<file path="src/xmo_pkg.sv">
// Package for the extended data-memory operation unit: widths, constants,
// the operation enumeration and the structs that carry requests and results.
// Assumes a single core clock and a data memory with one cycle read latency.
package xmo_pkg;

	// Data and address widths of the core.
	localparam int XMO_DW = 8;
	localparam int XMO_AW = 16;

	// Bit positions used by the rotations.
	localparam int XMO_MSB = 7;
	localparam int XMO_LSB = 0;

	// Constants used by the arithmetic and the reset values.
	localparam logic [XMO_DW-1:0] XMO_ONE      = 8'h01;
	localparam logic [XMO_DW-1:0] XMO_ZERO     = 8'h00;
	localparam logic [XMO_DW-1:0] XMO_ACC_RST  = 8'h00;
	localparam logic [XMO_AW-1:0] XMO_ADDR_RST = 16'h0000;
	localparam logic              XMO_ZF_RST   = 1'b0;
	localparam logic              XMO_CF_RST   = 1'b0;

	// Operations that the decoder may hand to this unit.
	typedef enum logic [3:0] {
		OP_MEM_DEC_IN_PLACE,
		OP_MEM_DEC_TO_WORKING,
		OP_MEM_INC_IN_PLACE,
		OP_MEM_INC_TO_WORKING,
		OP_LOAD_WORKING_FROM_MEM,
		OP_STORE_WORKING_TO_MEM,
		OP_MEM_OR_TO_WORKING,
		OP_WORKING_OR_INTO_MEM,
		OP_MEM_ROL_IN_PLACE,
		OP_MEM_ROL_TO_WORKING,
		OP_MEM_ROL_VIA_CARRY,
		OP_MEM_ROL_VIA_CARRY_TO_WORKING
	} xmo_op_t;

	// Request from the decoder: the operation and the data-memory address.
	typedef struct packed {
		xmo_op_t           op;
		logic [XMO_AW-1:0] addr;
	} xmo_req_t;

	// Result of one operation and where it must go.
	typedef struct packed {
		logic [XMO_DW-1:0] value;
		logic              wr_mem;
		logic              wr_working;
		logic              upd_zero;
		logic              upd_carry;
		logic              carry;
	} xmo_res_t;

	// Phases of one operation.
	typedef enum logic [1:0] {
		PH_IDLE,
		PH_READ,
		PH_EXEC
	} xmo_phase_t;

endpackage

</file>
<file path="src/xmo_alu.sv">
// Combinational operation unit: computes the result of one operation from
// the memory operand, the working register and the carry flag.
// Assumes the caller applies the destination and flag enables it returns.
`timescale 1ns/10ps
`default_nettype none

module xmo_alu
	import xmo_pkg::*;
(
	input  wire xmo_op_t           op,      // Operation to perform.
	input  wire logic [XMO_DW-1:0] opnd,    // Byte read from data memory.
	input  wire logic [XMO_DW-1:0] working, // Current working register.
	input  wire logic              cin,     // Current carry flag.
	output xmo_res_t               res      // Result and its destinations.
);

	// Select the result, its destination and the flags it touches.
	always_comb begin
		res = '0;
		case (op)
			OP_MEM_DEC_IN_PLACE, OP_MEM_DEC_TO_WORKING: begin
				res.value    = opnd - XMO_ONE;
				res.upd_zero = 1'b1;
			end
			OP_MEM_INC_IN_PLACE, OP_MEM_INC_TO_WORKING: begin
				res.value    = opnd + XMO_ONE;
				res.upd_zero = 1'b1;
			end
			OP_LOAD_WORKING_FROM_MEM: begin
				res.value = opnd;
			end
			OP_STORE_WORKING_TO_MEM: begin
				res.value = working;
			end
			OP_MEM_OR_TO_WORKING, OP_WORKING_OR_INTO_MEM: begin
				res.value    = working | opnd;
				res.upd_zero = 1'b1;
			end
			OP_MEM_ROL_IN_PLACE, OP_MEM_ROL_TO_WORKING: begin
				res.value = {opnd[XMO_MSB-1:XMO_LSB], opnd[XMO_MSB]};
			end
			OP_MEM_ROL_VIA_CARRY, OP_MEM_ROL_VIA_CARRY_TO_WORKING: begin
				res.value     = {opnd[XMO_MSB-1:XMO_LSB], cin};
				res.upd_carry = 1'b1;
				res.carry     = opnd[XMO_MSB];
			end
			default: begin
				res.value = opnd;
			end
		endcase
		// Destination of the result: memory or the working register.
		case (op)
			OP_MEM_DEC_IN_PLACE, OP_MEM_INC_IN_PLACE,
			OP_STORE_WORKING_TO_MEM, OP_WORKING_OR_INTO_MEM,
			OP_MEM_ROL_IN_PLACE, OP_MEM_ROL_VIA_CARRY: begin
				res.wr_mem = 1'b1;
			end
			default: begin
				res.wr_working = 1'b1;
			end
		endcase
	end

endmodule

`default_nettype wire

</file>
<file path="src/xmo_core.sv">
// Execution unit for extended-addressing data-memory operations: reads the
// addressed byte, applies the operation, writes memory or the working
// register and updates the zero and carry flags.
// Assumes a data memory on the same clock whose read data is valid in the
// cycle after the read strobe, and a decoder that waits for op_ready.
`timescale 1ns/10ps
`default_nettype none

// Overview of operation
// - Decrement in place: memory byte minus one written back, zero flag only.
// - Decrement to working: byte minus one into working, memory kept, zero only.
// - Increment in place: memory byte plus one written back, zero flag only.
// - Increment to working: byte plus one into working, memory kept, zero only.
// - Load working: copy memory byte into working, no flag changes.
// - Store working: write working into memory, no flag changes.
// - OR to working: working OR byte into working, zero flag updated.
// - OR into memory: working OR byte written to memory, zero updated.
// - Rotate left in place: bit 7 to bit 0, written back, flags kept.
// - Rotate left to working: rotated byte into working, memory and flags kept.
// - Rotate via carry in place: old carry to bit 0, bit 7 to carry.
// - Rotate via carry to working: same rotation, result into working.
module xmo_core
	import xmo_pkg::*;
(
	input  wire logic              clk,          // Core clock, 10 MHz.
	input  wire logic              srst,         // Synchronous reset.
	input  wire logic              ce,           // Clock enable, freezes all.
	input  wire logic              op_valid,     // Decoder offers a request.
	input  wire xmo_req_t          op_req,       // Operation and address.
	output logic                   op_ready,     // Unit can take a request.
	output logic                   op_done,      // Operation completed pulse.
	output logic                   mem_rd_en,    // Data-memory read strobe.
	output logic                   mem_wr_en,    // Data-memory write strobe.
	output logic [XMO_AW-1:0]      mem_addr,     // Data-memory address.
	output logic [XMO_DW-1:0]      mem_wdata,    // Data-memory write data.
	input  wire logic [XMO_DW-1:0] mem_rdata,    // Data-memory read data.
	output logic [XMO_DW-1:0]      working_reg,  // Working register value.
	output logic                   zero_flag,    // Zero status flag.
	output logic                   carry_flag    // Carry status flag.
);

	// Complete state of the unit.
	typedef struct packed {
		xmo_phase_t        phase;
		xmo_req_t          req;
		logic              wr_en;
		logic [XMO_DW-1:0] wdata;
		logic [XMO_DW-1:0] working;
		logic              zf;
		logic              cf;
		logic              done;
	} xmo_state_t;

	xmo_state_t st_r;
	xmo_state_t st_nxt;
	xmo_res_t   res;

	// Operation unit fed by the memory operand, the working register and the carry flag.
	xmo_alu u_alu (
		.op      (st_r.req.op),
		.opnd    (mem_rdata),
		.working (st_r.working),
		.cin     (st_r.cf),
		.res     (res)
	);

	// Handshake strobes decoded from the phase.
	assign op_ready  = (st_r.phase == PH_IDLE);
	assign mem_rd_en = (st_r.phase == PH_READ);

	// Data outputs straight from the state flops.
	assign op_done     = st_r.done;
	assign mem_wr_en   = st_r.wr_en;
	assign mem_addr    = st_r.req.addr;
	assign mem_wdata   = st_r.wdata;
	assign working_reg = st_r.working;
	assign zero_flag   = st_r.zf;
	assign carry_flag  = st_r.cf;

	// Next-state logic: accept, read, then execute and commit.
	always_comb begin
		st_nxt       = st_r;
		st_nxt.wr_en = 1'b0;
		st_nxt.done  = 1'b0;
		case (st_r.phase)
			PH_IDLE: begin
				if (op_valid) begin
					st_nxt.req   = op_req;
					st_nxt.phase = PH_READ;
				end
			end
			PH_READ: begin
				st_nxt.phase = PH_EXEC;
			end
			PH_EXEC: begin
				st_nxt.phase = PH_IDLE;
				st_nxt.done  = 1'b1;
				if (res.wr_mem) begin
					st_nxt.wr_en = 1'b1;
					st_nxt.wdata = res.value;
				end
				if (res.wr_working) begin
					st_nxt.working = res.value;
				end
				if (res.upd_zero) begin
					st_nxt.zf = (res.value == XMO_ZERO);
				end
				if (res.upd_carry) begin
					st_nxt.cf = res.carry;
				end
			end
			default: begin
				st_nxt.phase = PH_IDLE;
			end
		endcase
	end

	// State register with synchronous reset and clock enable.
	always_ff @(posedge clk) begin
		if (srst) begin
			st_r.phase <= PH_IDLE;
			st_r.req   <= '{op: OP_LOAD_WORKING_FROM_MEM, addr: XMO_ADDR_RST};
			st_r.wr_en <= 1'b0;
			st_r.wdata <= XMO_ACC_RST;
			st_r.working <= XMO_ACC_RST;
			st_r.zf    <= XMO_ZF_RST;
			st_r.cf    <= XMO_CF_RST;
			st_r.done  <= 1'b0;
		end else if (ce) begin
			st_r <= st_nxt;
		end
	end

	logic    fire;
	xmo_op_t cur_op;
	assign fire   = ce && (st_r.phase == PH_EXEC);
	assign cur_op = st_r.req.op;
endmodule

`default_nettype wire

</file>
<file path="config.mk">
export PLATFORM = sky130hd
export DESIGN_NAME = xmo_core
export DESIGN_NICKNAME = d
export VERILOG_FILES = /design/src/xmo_pkg.sv /design/src/xmo_alu.sv /design/src/xmo_core.sv
export SDC_FILE = /design/constraint.sdc
export NUM_CORES = 1
export LEC_CHECK = 0
export ABC_AREA = 1
export ABC_CLOCK_PERIOD_IN_PS = 2300
export BUFFER_PORTS_ARGS = -buffer_cell sky130_fd_sc_hd__buf_2
export CORE_MARGIN = 2
export CORE_UTILIZATION = 47
export DETAILED_ROUTE_END_ITERATION = 7
export HOLD_SLACK_MARGIN = 0.02
export PLACE_DENSITY_LB_ADDON = 0.15
export SETUP_SLACK_MARGIN = 0.3
export SLEW_MARGIN = 15
export SYNTH_ARGS = -nofsm -noshare
export SYNTH_HDL_FRONTEND = slang
export SYNTH_SLANG_ARGS = --single-unit
</file>
<file path="constraint.sdc">
create_clock -name clk -period 2.3 [get_ports clk]
set_clock_uncertainty 0.2 [all_clocks]
set_input_delay 0.115 -clock clk [delete_from_list [all_inputs] [get_ports clk]]
set_output_delay 0.115 -clock clk [all_outputs]
set_load 0.01 [all_outputs]
</file>
======== After elaboration in Yosys (flattened, before gate mapping) ========
Cells that the tools add are included.
cells by class
  add/subtract/negate cells ............... 2
  equal/unequal tests ..................... 13
  mux-type cells .......................... 11
  bitwise operators ....................... 2
  reduce and logical (&&, ||, !) cells .... 16
operator list
  operator                                                             number
  8-bit case mux with 6 select lines                                   1
  22-bit 2-to-1 mux                                                    1
  20-bit 2-to-1 mux                                                    1
  4-bit == test (second input constant)                                4
  3-bit AND reduction                                                  5
  4-bit by 3-bit == test with 1-bit output (second input constant)     3
  6-bit OR reduction                                                   2
  2-bit OR reduction                                                   5
  9-bit 2-to-1 mux                                                     1
  8-bit by 1-bit adder with 8-bit output (second input constant)       1
  4-bit by 2-bit == test with 1-bit output (second input constant)     2
  8-bit zero test                                                      1
  8-bit 2-to-1 mux                                                     1
  8-bit bitwise OR                                                     1
  8-bit by 1-bit subtractor with 8-bit output (second input constant)  1
  4-bit by 1-bit == test with 1-bit output (second input constant)     1
  4-bit zero test                                                      1
  1-bit 2-to-1 mux                                                     4
  2-bit case mux with 2 select lines                                   1
  2-bit by 1-bit == test with 1-bit output (second input constant)     1
  2-bit == test (second input constant)                                1
  2-bit zero test                                                      1
  2-bit 2-to-1 mux                                                     1
  2-bit != test (second input constant)                                1
  2 further kinds                                                      2
storage, ports and cells
  bits in registers ....................... 42
  input bits .............................. 32
  output and inout port bits .............. 38

======== Depth between registers and ports, before layout ========
Gate-level depths: netlist of the first run.
  depth after elaboration ................. 6
  gate-level depth with buffers ........... 19

======== Modules after synthesis ========
Synthesis of the first run repeated with hierarchy kept, for this count alone.
unflattened totals
  cells, all modules ...................... 370
  area, all modules ....................... 2,548.7 µm²
by module, submodules not included
  module    instances  cells each  area an instance (µm²)  seq. area each (µm²)
  xmo_core  1          237         1,841.8                 840.8
  xmo_alu   1          133         706.9                   0.0

======== Least setup slack after synthesis of the first run ========
Ideal clock, no wire load.
  kind .................................... reg-to-reg
  from .................................... register st_r (netlist bit cur_op[3])
  to ...................................... register st_r (netlist bit zero_flag)
  arrival ................................. 1,885 ps
  path slack .............................. 147 ps
  stages on the path, launching flop included .. 18
  path through ............................ dfxtp_1 nor2_4 nand2_4 nand2_1 nand2_1 inv_1 ha_1 nand2_1 o21ai_1 a21oi_2 nand3_1 nor2_1 nand2_1 nor2_1 nand2_1 nor2_2 nand3_2 a21oi_2
on the way
  longest elaborated chain between the ends .. 4
  elaborated cells on any way between the ends .. 21
  classes of those cells .................. eq/ne (10); mux (2); reduce/logical (9)
ends and longest elaborated chain
  what                                                                    RTL line         source
  start, declared                                                         xmo_core.sv:54   xmo_state_t st_r;
  start signal, assigned                                                  xmo_core.sv:130  st_r <= st_nxt;
  4-bit == test (tied with other cells)                                   xmo_alu.sv:20    case (op)
  2-bit OR reduction (tied with other cells)                              xmo_alu.sv:20
  8-bit case mux with 6 select lines or 1-bit 2-to-1 mux (tied branches)  xmo_alu.sv:20
  8-bit zero test or 3-bit AND reduction (tied branches)                  n/a
Several ways; a longest one is shown, not always the timed one.
A chain may end at the register's enable or synchronous reset.

======== Worst setup path after layout of the first run ========
  from .................................... register st_r (netlist bit cur_op[2])
  to ...................................... register, netlist name working_reg[6]
on the way
  longest elaborated chain between the ends .. 4
  elaborated cells on any way between the ends .. 20
  classes of those cells .................. eq/ne (10); mux (1); bitwise (1); reduce/logical (8)
ends and longest elaborated chain
  what                                                              RTL line                      source
  4-bit by 2-bit == test with 1-bit output (tied with other cells)  xmo_alu.sv:20, xmo_alu.sv:52
  6-bit OR reduction                                                xmo_alu.sv:52                 case (op)
  1-bit inverter (no line)                                          n/a
  3-bit AND reduction (no line)                                     n/a
Several ways; a longest one is shown, not always the timed one.

==> Implementation_results.wiki, run 1 <==
{| class="wikitable"
! Metric !! Value
|-
| Run status || finished clean
|-
| Wire length after detailed routing || 6.14 mm
|-
| Overall Global Routing Usage || 22.2%
|-
| Multi-input combinational cell area || 1280 um2
|-
| Global-route met1 utilization || 26.1%
|-
| Internal portion of total power || 1.19 mW
|-
| Die height || 77.6 um
|-
| Sequential share of power || 45.8%
|-
| H-tree lvl count || 2
|-
| Most repeated cell in the gate-level netlist after synthesis || sky130_fd_sc_hd__nor2_1
|-
| Fraction of layout instances using a drive strength above 1 || 31.3%
|-
| Horizontal die dimension || 77.6 um
|-
| Initial core utilization || 49.2%
|-
| DP HPWL || 4.34 mm
|-
| Largest net degree at the start of global routing || 28
|-
| Arrival time at the worst endpoint || 2.17 ns
|-
| Switching part of the total || 31.1%
|-
| Global-route wire length before repair || 10.9 mm
|-
| Sequential cell area || 848 um2
|-
| Share of power burned in combinational logic || 24.1%
|-
| Worst relative slew slack || 51.6%
|-
| Antenna Nets Post-Route || 0
|-
| Worst Setup End Kind || flip-flop
|-
| Worst setup timing slack at the placement stage || 0.143 ns
|-
| DRC violation count after routing || 0
|-
| Tightest Pin Transition || 0.725 ns
|-
| Clock tree root buffer cell || sky130_fd_sc_hd__clkbuf_8
|-
| Worst-path clk slew || 0.08 ns
|-
| Cell Area, Synth || 2540 um2
|-
| Post-synthesis area per instance || 6.97 um2
|-
| Site row count || 26
|-
| TritonCTS clock tree || built
|-
| Worst supply voltage drop on vdd || 0.000402 V
|-
| Instance count of the mapped netlist || 365
|-
| Met2 Usage GRT || 39.7%
|-
| Total chip power || 1.72 mW
|-
| Flops & latches, synth || 42
|-
| Element type at the critical path start || flip-flop
|-
| Portion of the post-synthesis area used by sequential elements || 33.0%
|-
| Synthesis-to-layout area growth || 25.3%
|-
| Worst setup path class || flip-flop to flip-flop
|-
| Number of flip-flops in the largest register || 16
|-
| Fill cell instance count of the final layout || 507
|-
| Setup repair after global routing missed its margin || yes
|-
| Post-synth net total || 400
|-
| Dominant register cell in the synthesized netlist || sky130_fd_sc_hd__dfxtp_1
|-
| Fraction of registers with async set/reset || 0%
|-
| Number of global-route vias before repair || 2474
|-
| Required arrival time at the worst endpoint || 2.29 ns
|-
| Num CTS Buffers || 5
|-
| Clk buf depth || 2
|-
| Leakage power summed over all cells || 1.62 nW
|-
| # Max-Cap Violations || 0
|-
| Minimum period implied by the final worst setup slack || 2.17 ns
|-
| Worst skew pair latency || 0.30 ns
|-
| Initial antenna violation count || 0
|-
| Total of endpoints with negative setup slack in the final report || 0
|-
| Most frequent cells after synthesis || sky130_fd_sc_hd__nor2_1 (57), sky130_fd_sc_hd__nand2_1 (54), sky130_fd_sc_hd__inv_1 (45), sky130_fd_sc_hd__dfxtp_1 (42)
|-
| Maximum fanout along the worst path || 6
|-
| Fin. Hold Viols || 0
|-
| Number of synthesized flops with an enable pin || 0
|-
| Net switching power figure || 0.536 mW
|-
| Post-layout util || 61.7%
|-
| Final-layout setup total negative slack || 0 ns
|-
| Share of the clock period used by the worst path || 94.4%
|-
| Total core area || 5170 um2
|-
| Detailed Routing Iterations Pass 1 || 4
|-
| Final-report max-slew violation count || 0
|-
| Dominant cell type by area after synthesis || sky130_fd_sc_hd__dfxtp_1
|-
| Remaining global-route overflow || 0
|-
| Final net count || 472
|-
| Share of Yosys cell area claimed by the top area cell type || 33.0%
|-
| Maximum achievable frequency || 0.460 GHz
|-
| Clock network fraction of total power || 30.1%
|-
| Diode count || 0
|-
| Via count of the routed design || 2504
|-
| Via density || 4.93
|-
| Busiest metal layer after global routing || met2
|-
| Final Hold Slack || 0.0679 ns
|-
| Yosys warns || 0
|-
| Final setup margin || 0.128 ns
|-
| Top area cells in the synthesized netlist || sky130_fd_sc_hd__dfxtp_1 (33%), sky130_fd_sc_hd__buf_4 (9.7%), sky130_fd_sc_hd__nor2_1 (8.4%)
|-
| GPL Wtd Cong || 0.877
|-
| Met3 Usage GRT || 5.23%
|-
| Die Outline Area || 6020 um2
|-
| Routed length per placed instance || 12.1 um
|-
| Number of distinct library cells after synthesis || 33
|-
| P per Cell Area || 540 nW/um2
|-
| Quantity of I/O buffers inserted on ports || 69
|-
| Number of top-level pins || 70
|-
| Initial DRC count || 105
|-
| TritonCTS Sinks || 42
|-
| Class of the most critical hold timing path || input pin to flip-flop
|}
-- cells in the final DEF, fill, tap and decap left out, types with 3 or more instances in the layout --
| cell type | count |
|---|---|
| sky130_fd_sc_hd__nand3_1 | 16 |
| sky130_fd_sc_hd__clkbuf_8 | 6 |
| sky130_fd_sc_hd__o21bai_1 | 3 |
| sky130_fd_sc_hd__o21ai_2 | 4 |
| sky130_fd_sc_hd__nor2_4 | 3 |
| sky130_fd_sc_hd__nand3_2 | 7 |
| sky130_fd_sc_hd__nand2_2 | 13 |
| sky130_fd_sc_hd__nand2_1 | 50 |
| sky130_fd_sc_hd__o211ai_1 | 9 |
| sky130_fd_sc_hd__nand2_4 | 7 |
| sky130_fd_sc_hd__buf_2 | 69 |
| sky130_fd_sc_hd__nand3b_1 | 3 |
| sky130_fd_sc_hd__o21ai_0 | 28 |
| sky130_fd_sc_hd__buf_4 | 15 |
| sky130_fd_sc_hd__a21oi_1 | 6 |
| sky130_fd_sc_hd__a22oi_1 | 3 |
| sky130_fd_sc_hd__inv_1 | 45 |
| sky130_fd_sc_hd__nor2_1 | 57 |
| sky130_fd_sc_hd__a211oi_1 | 3 |
| sky130_fd_sc_hd__a21oi_2 | 4 |
| sky130_fd_sc_hd__dfxtp_1 | 40 |
| sky130_fd_sc_hd__dlygate4sd3_1 | 23 |
-- layout make-up --
cell class / count / share of cell area [%]
clock inverters: 1 / 0.275
inverters: 48 / 5.65
repair buffers: 108 / 21.9
multi-input cells: 232 / 40.1
well taps: 70 / 2.75
flip-flops and latches: 42 / 26.6
clock buffers: 7 / 2.71
-- worst max-delay path, cell delays in order, from the launching register on --
cell and delay, ns:
sky130_fd_sc_hd__dfxtp_4 0.37, sky130_fd_sc_hd__nor2_4 0.16, sky130_fd_sc_hd__buf_4 0.14, sky130_fd_sc_hd__buf_6 0.08, sky130_fd_sc_hd__buf_4 0.13, sky130_fd_sc_hd__nand3b_1 0.11
sky130_fd_sc_hd__nand2_4 0.11, sky130_fd_sc_hd__inv_2 0.04, sky130_fd_sc_hd__nand3_2 0.05, sky130_fd_sc_hd__nand2_1 0.07, sky130_fd_sc_hd__nand2_1 0.09, sky130_fd_sc_hd__nand3_1 0.07
sky130_fd_sc_hd__nand3_1 0.10, sky130_fd_sc_hd__nand2_1 0.07, sky130_fd_sc_hd__nand2_2 0.10, sky130_fd_sc_hd__nand2_1 0.06, sky130_fd_sc_hd__o211ai_1 0.07, sky130_fd_sc_hd__inv_1 0.06
-- path summary, 6_finish.rpt --
kind,start,end,slack (ns),cells past startpoint
worst max register to register,cur_op[2],working_reg[6],0.13,17
worst min-delay path,mem_rdata[3],mem_wdata[3],0.07,5
worst max-delay path,cur_op[2],working_reg[6],0.13,17
worst min register to register,mem_wr_en,mem_wr_en,0.27,2
-- layer usage --
metal  vias to the layer above  wire (um)
li1                       1284          -
met1                      1137       2600
met2                        77       3120
met3                         6        369
met4                         0         50
met5                         -          0
-- logic make-up (layout without fill, tap and decap cells) --
family / after synthesis / count (layout) / synth area share, %
AND/OR/NAND/NOR: 160 / 160 / 30.1
buffers and inverters: 91 / 164 / 18.9
adder cells (fa/ha/maj): 3 / 3 / 1.48
AO/OA/AOI/OAI: 68 / 68 / 16.1
flip-flops: 42 / 42 / 33.0
XOR/XNOR: 1 / 1 / 0.344
-- stage by stage --
stage,cells,cell area (um2)
final,508,3190
after global routing,508,3190
after CTS,505,3130
after detailed placement,470,2750
after global placement,470,2750
after floorplan,365,2550
-- power groups by stage --
stage               logic, mW  clock network, mW  registers [mW]
global placement        0.349                  0           0.806
global route            0.465              0.563           0.795
floorplan               0.278                  0           0.800
finish                  0.415              0.519           0.789
CTS                     0.398              0.532           0.789
detailed placement      0.355                  0           0.806
-- repair_timing --
action                                  in CTS  in global routing
buffers inserted                             4                  3
gates resized for setup                      7                 14
hold endpoints to repair                    26                  0
endpoints found under the setup margin       5                 15
hold buffers                                23                  0
pin swaps                                    2                  8
Note: power is estimated with default switching activity, not from simulation.
==> run 2: changes to the inputs <==
Settings changed: ABC_CLOCK_PERIOD_IN_PS 2300 to 2100, CORE_UTILIZATION 47 to 52.
Clock period 2.3 ns to 2.1 ns, I/O delays scaled along.
==> Implementation_results.wiki, run 2 (same netlist as run 1, synthesis figures left out) <==
{| class="wikitable"
! Metric !! Value
|-
| Run status || complete, but fails checks
|-
| Violated checks || setup timing
|-
| DP HPWL || 4.11 mm (-5.3%)
|-
| # Max-Cap Violations || 0 (unchanged)
|-
| Initial DRC count || 134 (+28%)
|-
| Launch point of the worst path || cur_op[2]
|-
| Antenna Nets Post-Route || 0 (unchanged)
|-
| Die Outline Area || 5470 um2 (-9.1%)
|-
| Synthesis-to-layout area growth || 32.2%
|-
| Cells along the critical path || nor2_4 > nand2_4 > nand2_2 > nand2_2 > inv_2 > ha_4 > nand2_2 > o21ai_2 > a21oi_2 > nand3_1 > nor2_1 > nand2_1 > nor2_1 > nand2_1 > nor2_2 > nand3_2 > a21oi_2
|-
| Clock tree root buffer cell || sky130_fd_sc_hd__clkbuf_8
|-
| Worst-path clk slew || 0.09 ns (about the same)
|-
| Die height || 74.0 um (-4.7%)
|-
| Via density || 4.92 (-0.17%)
|-
| Worst relative slew slack || 57.3% (+5.7 points)
|-
| Final setup margin || -0.0435 ns (-0.172 ns)
|-
| Commonest cells after routing, fill and taps aside || sky130_fd_sc_hd__buf_2 (69), sky130_fd_sc_hd__nor2_1 (54), sky130_fd_sc_hd__inv_1 (43), sky130_fd_sc_hd__nand2_1 (43), sky130_fd_sc_hd__dfxtp_1 (40)
|-
| Element type at the critical path start || flip-flop
|-
| Most frequent cell on the critical path || sky130_fd_sc_hd__nand2_2
|-
| Total core area || 4720 um2 (-8.7%)
|-
| TritonCTS Sinks || 42 (unchanged)
|-
| Cell count along the critical path || 17 (unchanged)
|-
| Site row count || 25 (-3.8%)
|-
| Detailed Routing Iterations Pass 1 || 5 (+1)
|-
| Maximum achievable frequency || 0.467 GHz (+1.3%)
|-
| Global-route met1 utilization || 29.3% (+3.1 points)
|-
| Buf/Inv on CP || 1 (-4)
|-
| Diode count || 0 (unchanged)
|-
| DRC violation count after routing || 0 (unchanged)
|-
| Final-report max-slew violation count || 0 (unchanged)
|-
| H-tree lvl count || 2 (unchanged)
|-
| Global-route wire length before repair || 10.2 mm (-6.1%)
|-
| Minimum period implied by the final worst setup slack || 2.14 ns (-0.0284 ns)
|-
| CP peak stage delay || 0.34 ns (-0.03 ns)
|-
| Final Hold Slack || 0.0560 ns (-0.0118 ns)
|-
| Worst skew pair latency || 0.30 ns (about the same)
|-
| Class of the most critical hold timing path || input pin to flip-flop
|-
| Leakage power summed over all cells || 1.69 nW (+4.3%)
|-
| P per Cell Area || 563 nW/um2 (+4.2%)
|-
| GPL Wtd Cong || 0.866 (-1.2%)
|-
| Reg2Reg Setup Slack || -0.04 ns (-0.17 ns)
|-
| Placed cell areas || 2790 um2 (+1.5%)
|-
| Final-layout setup total negative slack || -0.0637 ns (-0.0637 ns)
|-
| Share of the clock period used by the worst path || 102% (+7.6 points)
|-
| Met3 Usage GRT || 5.42% (+0.19 points)
|-
| Routed length per placed instance || 12.4 um (+2.3%)
|-
| Busiest metal layer after global routing || met2
|-
| Initial antenna violation count || 0 (unchanged)
|-
| Most common library cell in the layout ignoring fill and taps || sky130_fd_sc_hd__buf_2
|-
| Maximum fanout along the worst path || 4 (-2)
|-
| Num CTS Buffers || 5 (unchanged)
|-
| Met2 Usage GRT || 42.0% (+2.2 points)
|-
| Total chip power || 1.89 mW (+9.9%)
|-
| Endpoint of the most critical setup path || zero_flag
|-
| Required arrival time at the worst endpoint || 2.14 ns (-0.15 ns)
|-
| Critical-path top delay cell || sky130_fd_sc_hd__dfxtp_2
|-
| Worst setup timing slack at the placement stage || -0.0291 ns (-0.172 ns)
|-
| Total of endpoints with negative setup slack in the final report || 3 (+3)
|-
| Fraction of layout instances using a drive strength above 1 || 37.0% (+5.7 points)
|-
| Arrival time at the worst endpoint || 2.18 ns (about the same)
|-
| Worst Setup End Kind || flip-flop
|-
| Remaining global-route overflow || 0 (unchanged)
|-
| Number of global-route vias before repair || 2350 (-5.0%)
|-
| Final net count || 483 (+2.3%)
|-
| Initial core utilization || 53.9% (+4.7 points)
|-
| Tightest Pin Transition || 0.639 ns (-0.0857 ns)
|-
| Quantity of I/O buffers inserted on ports || 69 (unchanged)
|-
| Design Area, Final || 3360 um2 (+5.5%)
|-
| Horizontal die dimension || 74.0 um (-4.7%)
|-
| Largest net degree at the start of global routing || 26 (-7.1%)
|-
| Worst setup path class || flip-flop to flip-flop
|-
| Fin. Hold Viols || 0 (unchanged)
|-
| Setup repair after global routing missed its margin || yes
|-
| Overall Global Routing Usage || 24.1% (+1.9 points)
|-
| R2r worst-path depth || 17 (unchanged)
|-
| TritonCTS clock tree || built
|-
| Startpoint of the worst-slack reg-to-reg timing path || cur_op[2]
|-
| Clk buf depth || 2 (unchanged)
|-
| Number of flip-flops in the largest register || 16 (unchanged)
|-
| Via count of the routed design || 2539 (+1.4%)
|-
| Worst r2r dst || zero_flag
|-
| Number of top-level pins || 70 (unchanged)
|-
| Wire length after detailed routing || 6.38 mm (+3.9%)
|-
| Worst supply voltage drop on vdd || 0.000420 V (+4.4%)
|-
| Crit path max-delay family || simple AND/OR/NAND/NOR gates
|}
==> run 2: layer usage <==
| layer | up-vias | wire, um |
|---|---|---|
| met2 | 66 | 3210 |
| met1 | 1164 | 2780 |
| met5 | - | 0 |
| met4 | 0 | 83 |
| met3 | 9 | 302 |
| li1 | 1300 | - |
==> run 2: how the worst min path moves through the flow <==
stage | slack (ns) | end | startpoint | cells past startpoint
floorplan | 0.04 | cur_op[2] | op_req[18] | 2
global placement | 0.13 | cur_op[2] | op_req[18] | 3
detailed placement | 0.14 | cur_op[2] | op_req[18] | 3
CTS | 0.04 | working_reg[5] | mem_rdata[4] | 5
global route | 0.09 | mem_wdata[5] | mem_rdata[4] | 5
finish | 0.06 | working_reg[5] | mem_rdata[4] | 5
==> run 2: report_power, final <==
group	switching [mW]	internal [mW]
logic	0.283	0.222
clock network	0.289	0.235
registers	0.0280	0.837
==> run 2: metrics by stage <==
stage                     util, %  std cells
final                        71.2        516
after global routing         71.2        516
after CTS                    69.4        515
after detailed placement     59.0        473
after global placement       59.0        473
after floorplan                 -        365
==> run 2: area by class of cell <==
cell class | instances | area, um2
inverters | 48 | 184
fillers | 399 | 1360
flip-flops and latches | 42 | 843
clock buffers | 6 | 72.6
multi-input cells | 232 | 1360
clock inverters | 2 | 13.8
well taps | 67 | 83.8
repair buffers | 119 | 805
==> run 2: repair_timing <==
item,in CTS,in global routing
cloned,1,0
setup buffers,10,1
pin swaps,12,5
endpoints found under the setup margin,16,19
hold endpoints to repair,30,0
hold buffers,23,0
resized for setup,26,24
==> run 2: worst reg2reg max path, delay by kind of cell (launching register included) <==
family                     cells  cell delay [ns]
buffers and inverters          1             0.06
adders and majority gates      1             0.19
DFF                            1             0.34
and+or+nand+nor               12             1.01
AOI/OAI and AO/OA              3             0.29
